[config.mk]
export PLATFORM = sky130hd
export DESIGN_NAME = prefetch_cache
export DESIGN_NICKNAME = d
export VERILOG_FILES = /design/src/logic/prefetch_cache_pkg.sv /design/src/logic/prefetch_cache.sv /design/src/logic/bound_counter.sv /design/src/logic/skid_buffer.sv
export SDC_FILE = /design/constraint.sdc
export NUM_CORES = 2
export LEC_CHECK = 0
export BUFFER_PORTS_ARGS = -buffer_cell sky130_fd_sc_hd__buf_2
export CAP_MARGIN = 20
export CELL_PAD_IN_SITES_DETAIL_PLACEMENT = 1
export CELL_PAD_IN_SITES_GLOBAL_PLACEMENT = 2
export CORE_ASPECT_RATIO = 1.1
export CORE_MARGIN = 1.5
export CORE_UTILIZATION = 30
export DETAILED_ROUTE_END_ITERATION = 8
export PLACE_DENSITY = 0.65
export SYNTH_ARGS = -nofsm -noshare
export SYNTH_HDL_FRONTEND = slang
export SYNTH_SLANG_ARGS = --single-unit
[constraint.sdc]
create_clock -name mclk -period 12.9 [get_ports mclk]
set_input_delay 0.645 -clock mclk [delete_from_list [all_inputs] [get_ports mclk]]
set_output_delay 0.645 -clock mclk [all_outputs]
set_load 0.01 [all_outputs]
[src/logic/prefetch_cache_pkg.sv]
// constants and carriers for the circular prefetch cache
// assumes one 20 MHz clock and a word-wide memory bus
package prefetch_cache_pkg;
  // widths
  localparam int CACHE_WORDS = 32;
  localparam int SLOT_W      = 5;
  localparam int HALF_W      = 16;
  localparam int BUF_DEPTH   = 2;
  localparam int TAG_W       = 6;
  // address field positions and the status loop-hold bit
  localparam int SLOT_LSB    = 2;
  localparam int SLOT_MSB    = 6;
  localparam int HALF_LSB    = 1;
  localparam int HALF_MSB    = 6;
  localparam int LOOP_HOLD_BIT = 4;
  // byte steps and spans
  localparam logic [31:0] WORD_STEP   = 32'h4;
  localparam logic [31:0] HALF_STEP   = 32'h2;
  localparam logic [31:0] FWD_SLACK   = 32'h8;
  localparam logic [31:0] AHEAD_LIMIT = 32'h20;
  localparam logic [31:0] WRAP_SPAN   = 32'h80;
  localparam logic [31:0] WORD_MASK   = 32'hffff_fffc;
  // cycle and length counts
  localparam logic [1:0]  MEM_HOLD    = 2'h2;
  localparam logic [1:0]  LEN_ONE     = 2'h1;
  // kinds of taken branch
  typedef enum logic [2:0] {
    BR_SHORT, BR_SHORT_DELAYED, BR_LONG, BR_LONG_DELAYED,
    BR_RETURN, BR_OTHER
  } branch_kind_t;
  // taken branch event
  typedef struct packed {
    logic         taken;
    branch_kind_t kind;
    logic         delaySlot;
    logic [31:0]  target;
  } branch_t;
  // instruction about to execute
  typedef struct packed {
    logic        accessesMem;
    logic        mayBranch;
    logic        shortBranch;
    logic [31:0] target;
  } next_instr_t;
  // halfwords handed to decode
  typedef struct packed {
    logic              ready;
    logic [HALF_W-1:0] hw0;
    logic [HALF_W-1:0] hw1;
    logic [HALF_W-1:0] hw2;
  } decode_t;
endpackage : prefetch_cache_pkg

[src/logic/prefetch_cache.sv]
// circular instruction prefetch cache with look-ahead and look-back
// assumes in-order memory answers and a decoder holding its pc
`timescale 1ns/1ns
module prefetch_cache
  import prefetch_cache_pkg::*;
(
  input  wire logic        mclk,
  input  wire logic        resetn,
  input  wire logic        clkEn,
  input  wire logic [31:0] resetPc,
  output logic             memReqValid,
  output logic      [31:0] memReqAddr,
  input  wire logic        memReqReady,
  input  wire logic        memRespValid,
  input  wire logic [31:0] memRespData,
  output logic             memRespReady,
  input  wire logic [31:0] programCounter,
  input  wire logic [1:0]  decLen,
  output decode_t          decOut,
  input  next_instr_t      nextInstr,
  input  wire logic        execMem,
  input  branch_t          branch,
  input  wire logic        logicWrite,
  input  wire logic [31:0] logicData,
  input  wire logic        frameExec,
  input  wire logic        returnExec,
  input  wire logic [31:0] savedStatus,
  output logic             loopHold
);
  // storage, one flop word per slot
  logic [31:0] cacheMem [CACHE_WORDS];
  logic [CACHE_WORDS-1:0] slotValid;  // word landed
  logic [31:0] ahead;                 // forward bound
  logic [31:0] back;                  // backward bound
  logic        epoch;                 // stream generation
  logic        firstPending;          // fetch ahead itself
  logic        initPending;           // load from reset pc
  logic [1:0]  holdCnt;               // memory hold count
  logic        tagReady;              // pipeline has room
  logic        tagValid;              // oldest tag present
  logic [TAG_W-1:0] tagOut;           // epoch and slot
  logic        respValid;             // buffered word
  logic [31:0] respData;

  // address helpers
  wire [31:0] pcWord   = programCounter & WORD_MASK;
  wire [31:0] lastHalf = programCounter
                       + ({30'h0, decLen - LEN_ONE} * HALF_STEP);
  wire [31:0] lastWord = lastHalf & WORD_MASK;
  wire [31:0] span     = ahead - back;

  // word within window and landed
  function automatic logic present(input logic [31:0] w);
    present = ((w - back) <= span)
            & slotValid[w[SLOT_MSB:SLOT_LSB]];
  endfunction : present

  function automatic logic targetCached(input logic [31:0] t);
    if (t < programCounter) begin
      targetCached = (t & WORD_MASK) >= back;
    end else begin
      targetCached = (t & WORD_MASK) <= ahead + FWD_SLACK;
    end
  endfunction : targetCached

  // branch classification
  wire brShort    = (branch.kind == BR_SHORT)
                  | (branch.kind == BR_SHORT_DELAYED);
  wire brForward  = branch.target >= programCounter;
  wire brCached   = brShort & ~branch.delaySlot
                  & targetCached(branch.target);
  // delayed short forward miss under hold
  wire brWaitHold = (branch.kind == BR_SHORT_DELAYED)
                  & brForward & loopHold & ~branch.delaySlot;
  wire brKeep     = brCached | brWaitHold;
  // everything else flushes; long kinds never test cache
  wire flushNow   = (branch.taken & ~brKeep) | initPending;
  wire [31:0] flushAddr = initPending ? resetPc : branch.target;

  // exemption for cached forward short branch
  wire nextExempt = nextInstr.shortBranch
                  & (nextInstr.target >= programCounter)
                  & targetCached(nextInstr.target);
  wire pauseNow   = nextInstr.accessesMem
                  | (nextInstr.mayBranch & ~nextExempt)
                  | execMem | (holdCnt != 2'h0);
  // eight words past pc halts; a pc beyond the bound never does
  wire [31:0] aheadGap = ahead - pcWord;
  wire haltNow = ~firstPending & ~aheadGap[$high(aheadGap)] & (aheadGap >= AHEAD_LIMIT);
  wire busFree    = ~memReqValid | memReqReady;
  wire issue      = clkEn & ~flushNow & ~pauseNow & ~haltNow
                  & tagReady & busFree;
  // address of the newly started word
  wire [31:0] issueAddr = firstPending ? ahead : ahead + WORD_STEP;
  wire [SLOT_W-1:0] issueSlot = issueAddr[SLOT_MSB:SLOT_LSB];
  wire overwrite  = issue & ~firstPending
                  & ((issueAddr - back) >= WRAP_SPAN);

  // drain side stalls while flushing
  wire drainReady = ~flushNow;
  wire drain      = clkEn & respValid & tagValid & drainReady;
  wire drainSlotOk = drain & (tagOut[TAG_W-1] == epoch);
  wire [SLOT_W-1:0] drainSlot = tagOut[SLOT_W-1:0];

  // two-deep pipeline of outstanding fetch tags
  skid_buffer #(
    .W     (TAG_W),
    .DEPTH (BUF_DEPTH)
  ) tagQueue (
    .mclk     (mclk),
    .resetn   (resetn),
    .clkEn    (clkEn),
    .inValid  (issue),
    .inData   ({epoch, issueSlot}),
    .inReady  (tagReady),
    .outValid (tagValid),
    .outData  (tagOut),
    .outReady (drain)
  );

  // answers from the bus wait here
  skid_buffer #(
    .W     (32),
    .DEPTH (BUF_DEPTH)
  ) respBuffer (
    .mclk     (mclk),
    .resetn   (resetn),
    .clkEn    (clkEn),
    .inValid  (memRespValid),
    .inData   (memRespData),
    .inReady  (memRespReady),
    .outValid (respValid),
    .outData  (respData),
    .outReady (drain)
  );

  bound_counter aheadCounter (
    .mclk      (mclk),
    .resetn    (resetn),
    .clkEn     (clkEn),
    .load      (flushNow),
    .loadValue (flushAddr),
    .step      (issue & ~firstPending),
    .value     (ahead)
  );

  bound_counter backCounter (
    .mclk      (mclk),
    .resetn    (resetn),
    .clkEn     (clkEn),
    .load      (flushNow),
    .loadValue (flushAddr),
    .step      (overwrite),
    .value     (back)
  );

  // reset waits one cycle for the pc
  always_ff @(posedge mclk) begin
    if (!resetn) begin
      initPending  <= 1'b1;
      firstPending <= 1'b1;
      epoch        <= 1'b0;
    end else if (clkEn) begin
      initPending <= 1'b0;
      if (flushNow) begin
        firstPending <= 1'b1;
        epoch        <= ~epoch;
      end else if (issue) begin
        firstPending <= 1'b0;
      end
    end
  end

  always_ff @(posedge mclk) begin
    if (!resetn) begin
      holdCnt <= 2'h0;
    end else if (clkEn) begin
      if (execMem) begin
        holdCnt <= MEM_HOLD - 2'h1;
      end else if (holdCnt != 2'h0) begin
        holdCnt <= holdCnt - 2'h1;
      end
    end
  end

  // bus request held until taken
  always_ff @(posedge mclk) begin
    if (!resetn) begin
      memReqValid <= 1'b0;
      memReqAddr  <= '0;
    end else if (clkEn) begin
      if (issue) begin
        memReqValid <= 1'b1;
        memReqAddr  <= issueAddr;
      end else if (memReqReady) begin
        memReqValid <= 1'b0;
      end
    end
  end

  always_ff @(posedge mclk) begin
    if (!resetn) begin
      slotValid <= '0;
    end else if (clkEn) begin
      if (flushNow) begin
        slotValid <= '0;
      end else begin
        if (issue) begin
          slotValid[issueSlot] <= 1'b0;
        end
        if (drainSlotOk) begin
          slotValid[drainSlot] <= 1'b1;
        end
      end
    end
  end

  // word storage
  always_ff @(posedge mclk) begin
    if (clkEn && drainSlotOk) begin
      cacheMem[drainSlot] <= respData;
    end
  end

  wire [HALF_MSB-HALF_LSB:0] hIdx0 = programCounter[HALF_MSB:HALF_LSB];
  wire [HALF_MSB-HALF_LSB:0] hIdx1 = hIdx0 + 6'h1;
  wire [HALF_MSB-HALF_LSB:0] hIdx2 = hIdx0 + 6'h2;
  // lower address holds the upper half
  function automatic logic [HALF_W-1:0] halfAt(
    input logic [HALF_MSB-HALF_LSB:0] h);
    halfAt = h[0] ? cacheMem[h[5:1]][15:0] : cacheMem[h[5:1]][31:16];
  endfunction : halfAt
  // only the needed words must be present
  wire decAvail = present(pcWord) & present(lastWord);

  // registered decode view
  always_ff @(posedge mclk) begin
    if (!resetn) begin
      decOut <= '0;
    end else if (clkEn) begin
      decOut.ready <= decAvail & ~flushNow;
      decOut.hw0   <= halfAt(hIdx0);
      decOut.hw1   <= halfAt(hIdx1);
      decOut.hw2   <= halfAt(hIdx2);
    end
  end

  wire brClears = branch.taken & (branch.kind != BR_SHORT_DELAYED)
                & (branch.kind != BR_LONG_DELAYED)
                & (branch.kind != BR_RETURN);
  always_ff @(posedge mclk) begin
    if (!resetn) begin
      loopHold <= 1'b0;
    end else if (clkEn) begin
      if (returnExec) begin
        loopHold <= savedStatus[LOOP_HOLD_BIT];
      end else if (frameExec || brClears) begin
        loopHold <= 1'b0;
      end else if (logicWrite) begin
        loopHold <= logicData[LOOP_HOLD_BIT];
      end
    end
  end
endmodule : prefetch_cache

[src/logic/bound_counter.sv]
// one bound counter of the cache window
// assumes load and step never matter in the same cycle
`timescale 1ns/1ns
module bound_counter
  import prefetch_cache_pkg::*;
(
  input  wire logic        mclk,
  input  wire logic        resetn,
  input  wire logic        clkEn,
  input  wire logic        load,
  input  wire logic [31:0] loadValue,
  input  wire logic        step,
  output logic      [31:0] value
);
  // load wins over step
  always_ff @(posedge mclk) begin
    if (!resetn) begin
      value <= '0;
    end else if (clkEn) begin
      if (load) begin
        value <= loadValue & WORD_MASK;
      end else if (step) begin
        value <= value + WORD_STEP;
      end
    end
  end
endmodule : bound_counter

[src/logic/skid_buffer.sv]
// two-entry buffer with valid and ready on both sides
// assumes the sink may stall at will
`timescale 1ns/1ns
module skid_buffer
  import prefetch_cache_pkg::*;
#(
  parameter int W     = 32,
  parameter int DEPTH = BUF_DEPTH
) (
  input  wire logic         mclk,
  input  wire logic         resetn,
  input  wire logic         clkEn,
  input  wire logic         inValid,
  input  wire logic [W-1:0] inData,
  output logic              inReady,
  output logic              outValid,
  output logic      [W-1:0] outData,
  input  wire logic         outReady
);
  localparam int PW = $clog2(DEPTH);
  logic [W-1:0] store [DEPTH];  // entries
  logic [PW-1:0] wrIdx;         // write index
  logic [PW-1:0] rdIdx;         // read index
  logic [PW:0]   count;         // entries held
  logic [PW:0]   next_count;
  wire push = clkEn & inValid & inReady;
  wire pop  = clkEn & outValid & outReady;
  assign outValid   = count != '0;
  assign outData    = store[rdIdx];
  assign next_count = count + (PW+1)'(push) - (PW+1)'(pop);
  // pointers, count and registered ready
  always_ff @(posedge mclk) begin
    if (!resetn) begin
      wrIdx   <= '0;
      rdIdx   <= '0;
      count   <= '0;
      inReady <= 1'b1;
    end else if (clkEn) begin
      if (push) begin
        store[wrIdx] <= inData;
        wrIdx        <= wrIdx + 1'b1;
      end
      if (pop) begin
        rdIdx <= rdIdx + 1'b1;
      end
      count   <= next_count;
      inReady <= next_count != (PW+1)'(DEPTH);
    end
  end
endmodule : skid_buffer

==> out/summary.txt <==
Max-Cap Viols: 0
clock sink total: 1290
Bufs and invs on worst path: 2
f_max: 129 MHz
io pins: 327
Post-Synthesis Cells: 5967
# setup viols final: 0
delay-heaviest family, CP: simple AND/OR/NAND/NOR gates
PortBufs: 260
first-pass GRT wire length: 453000 µm
core area: 273000 µm²
RR Endpoint: backCounter.value[6]
drt first pass iters: 6
clk buf depth: 3
Layout area overhead: 14.0%
vias: 58700
hold path startpoint: memRespData[28]
WS Path Type: reg -> reg
Placed Cells: 9624
average cell area after synthesis: 13.8 µm²
Leak Pwr: 31.9 nW
Power Density: 129 nW/µm²
status: finished, final reports clean
Post-CTS Hold Buffers: 20
CP Max Fanout: 30
grt ovf: 0
Synth top area share: 40.1%
Placer Congestion: 0.888
clk root buf: clkbuf_16
Final Util: 34.4%
Crit path top cell by count: and3_1
clock latency on the worst-skew pair: 860 ps
largest net degree at the start of global routing: 117
initial drt markers: 5647
CTS tree: done
Async S/R FF share, synth: 0%
CP Capture Type: flip-flop
final HPWL from detailed placement: 209000 µm
origin of the worst setup path: aheadCounter.value[2]
Slowest-stage cell, CP: dfxtp_1
post-synthesis register bit count: 1290
antenna-violating nets left: 0
Peak VDD IR: 0.145 mV
delay of the slowest critical-path stage: 780 ps
Die Wd: 503 µm
Hold Path Depth: 1
max_slew headroom: 20.5%
Die Ht: 553 µm
Area contributors post-synth: edfxtp_1 40%, mux4_2 26%, ha_1 6.1%
R2R setup slack: 5170 ps
RSZ-0062 raised after global routing: false
vias in the first global route: 61100
Netlist cell types: 94
drt drc: 0
ratio of cells with drive above 1 in the final layout: 27.8%
fill count: 28700
final WL: 320000 µm
fin crit share: 59.9%
Synth area leader: edfxtp_1
Hold WC Path Type: in -> reg
clock buffer count from CTS: 154
FF-to-FF Start: aheadCounter.value[2]
Vias/cell: 5.91
Post-synth EDFFs: 1100
Reg2Reg Depth: 23
Post-Syn Area: 82400 µm²
Clock Skews: 69.4 ps
initial antenna violation count: 30
Setup crit start kind: flip-flop
final hold violation count: 0
synth warn: 0
cell with the most instances after synthesis: edfxtp_1
Worst-Margin Slew: 1180 ps
PostCTS Resize Cnt: 0
commonest cells in the netlist: 1100 x edfxtp_1, 961 x mux4_2, 479 x nand2_1
Max Slew Vio Count: 0
Setup Buffers After CTS: 0
Starting Density: 30.2%
detailed-route wire length per cell: 32.2 µm
all-layer global routing usage: 22.7%
WHS Endpoint: respBuffer.store[1][28]
row count: 201
full die area: 278000 µm²
Tmin final: 7730 ps
Final #Nets: 6802
Post-synth top flop: edfxtp_1
CP Data Required Time: 13590 ps
CP Data Arrival Time: 8420 ps
depth of the CTS H-tree: 4
post-synthesis sequential area ratio: 44.7%
setup_tns: 0 ps
crit-path cells: ha_1, and3_1, and3_1, and3_1, and3_1, nand3_1, or3_1, nor2_1, nand2_1, xnor2_1, ha_1, o22ai_1, a2111oi_0, dlymetal6s2s_1, o2111ai_1, or4_1, nor4_1, nand4_1, nor4_4, a211oi_4, buf_4, mux2_1, a32o_1
final cell count without fillers: 9940
Clock transition at path regs: 60 ps
worst max path at each step:
stage / endpoint / depth (start not counted) / slack, ps
after CTS: backCounter.value[6] / 22 / 4660
final: backCounter.value[6] / 23 / 5170
after detailed placement: backCounter.value[24] / 22 / 4660
after global placement: decOut[48] / 27 / 4840
after floorplan: cacheMem[16][0] / 17 / 6710
after global routing: backCounter.value[6] / 23 / 4680
metal layers:
layer | vias up | GRT usage [%] | wire length (µm)
met1 | 31100 | 27.7 | 123000
met3 | 607 | 3.51 | 20700
met4 | 6 | 9.69 | 14900
met2 | 2382 | 39.5 | 161000
li1 | 24700 | - | -
met5 | - | 0 | 31
through the flow:
stage               setup WS, ps  hold WS, ps  instance area, µm²  total power, W
finish                      5170         53.5               93900          0.0121
global route                4680         29.9               93900          0.0126
CTS                         4660         5.32               93900          0.0122
detailed placement          4660          474               88200         0.00754
global placement            4840          463               88200         0.00750
floorplan                   6710          445               82400         0.00659
power by group:
part	total, W	internal (W)	switching [W]
sequential	0.00460	0.00453	0.0000654
combinational	0.00286	0.00118	0.00167
clock	0.00466	0.00271	0.00195
cell families after synthesis:
kind of cell | after synthesis | share of synthesized area [%]
muxes | 1152 | 28.7
AOI/OAI and AO/OA | 967 | 7.69
other | 2 | 0.00912
DFF | 1290 | 44.7
adders and majority gates | 408 | 6.23
and+or+nand+nor | 1424 | 8.03
xor gates and xnor gates | 198 | 2.11
buffers and inverters | 526 | 2.53
cell type report:
type | instances | area [µm²] | area share (%)
Tap cell | 3654 | 4570 | 4.87
Antenna cell | 6 | 15.0 | 0.0160
Timing Repair Buffer | 419 | 2660 | 2.83
Clock buffer | 199 | 4240 | 4.52
Inverter | 133 | 509 | 0.542
Multi-Input combinational cell | 4153 | 43900 | 46.7
Clock inverter | 86 | 1230 | 1.31
Sequential cell | 1290 | 36800 | 39.2
sequential cells by signal, summed over array words and instances (netlist names), 2 cells and up, named ones only:
| register | cells |
|---|---|
| decOut | 49 |
| slotValid | 32 |
| tagQueue.count | 2 |
| memReqAddr | 30 |
| respBuffer.count | 2 |
| tagQueue.store | 12 |
| holdCnt | 2 |
| backCounter.value | 30 |
| aheadCounter.value | 30 |
| cacheMem | 1024 |
| respBuffer.store | 64 |
cells in the final DEF (no fill, tap or decap), types with 70 or more instances in the layout:
cell type,n
mux4_2,961
clkbuf_16,154
nand4_1,73
a21oi_1,236
edfxtp_1,1100
nand2_1,479
o21ai_0,193
nand3_1,142
buf_2,256
dfxtp_1,189
mux2i_1,133
nor2_1,348
ha_1,402
xor2_1,72
inv_1,128
nor3_1,70
xnor2_1,117
buf_4,131
(Power assumes the default switching activity.)
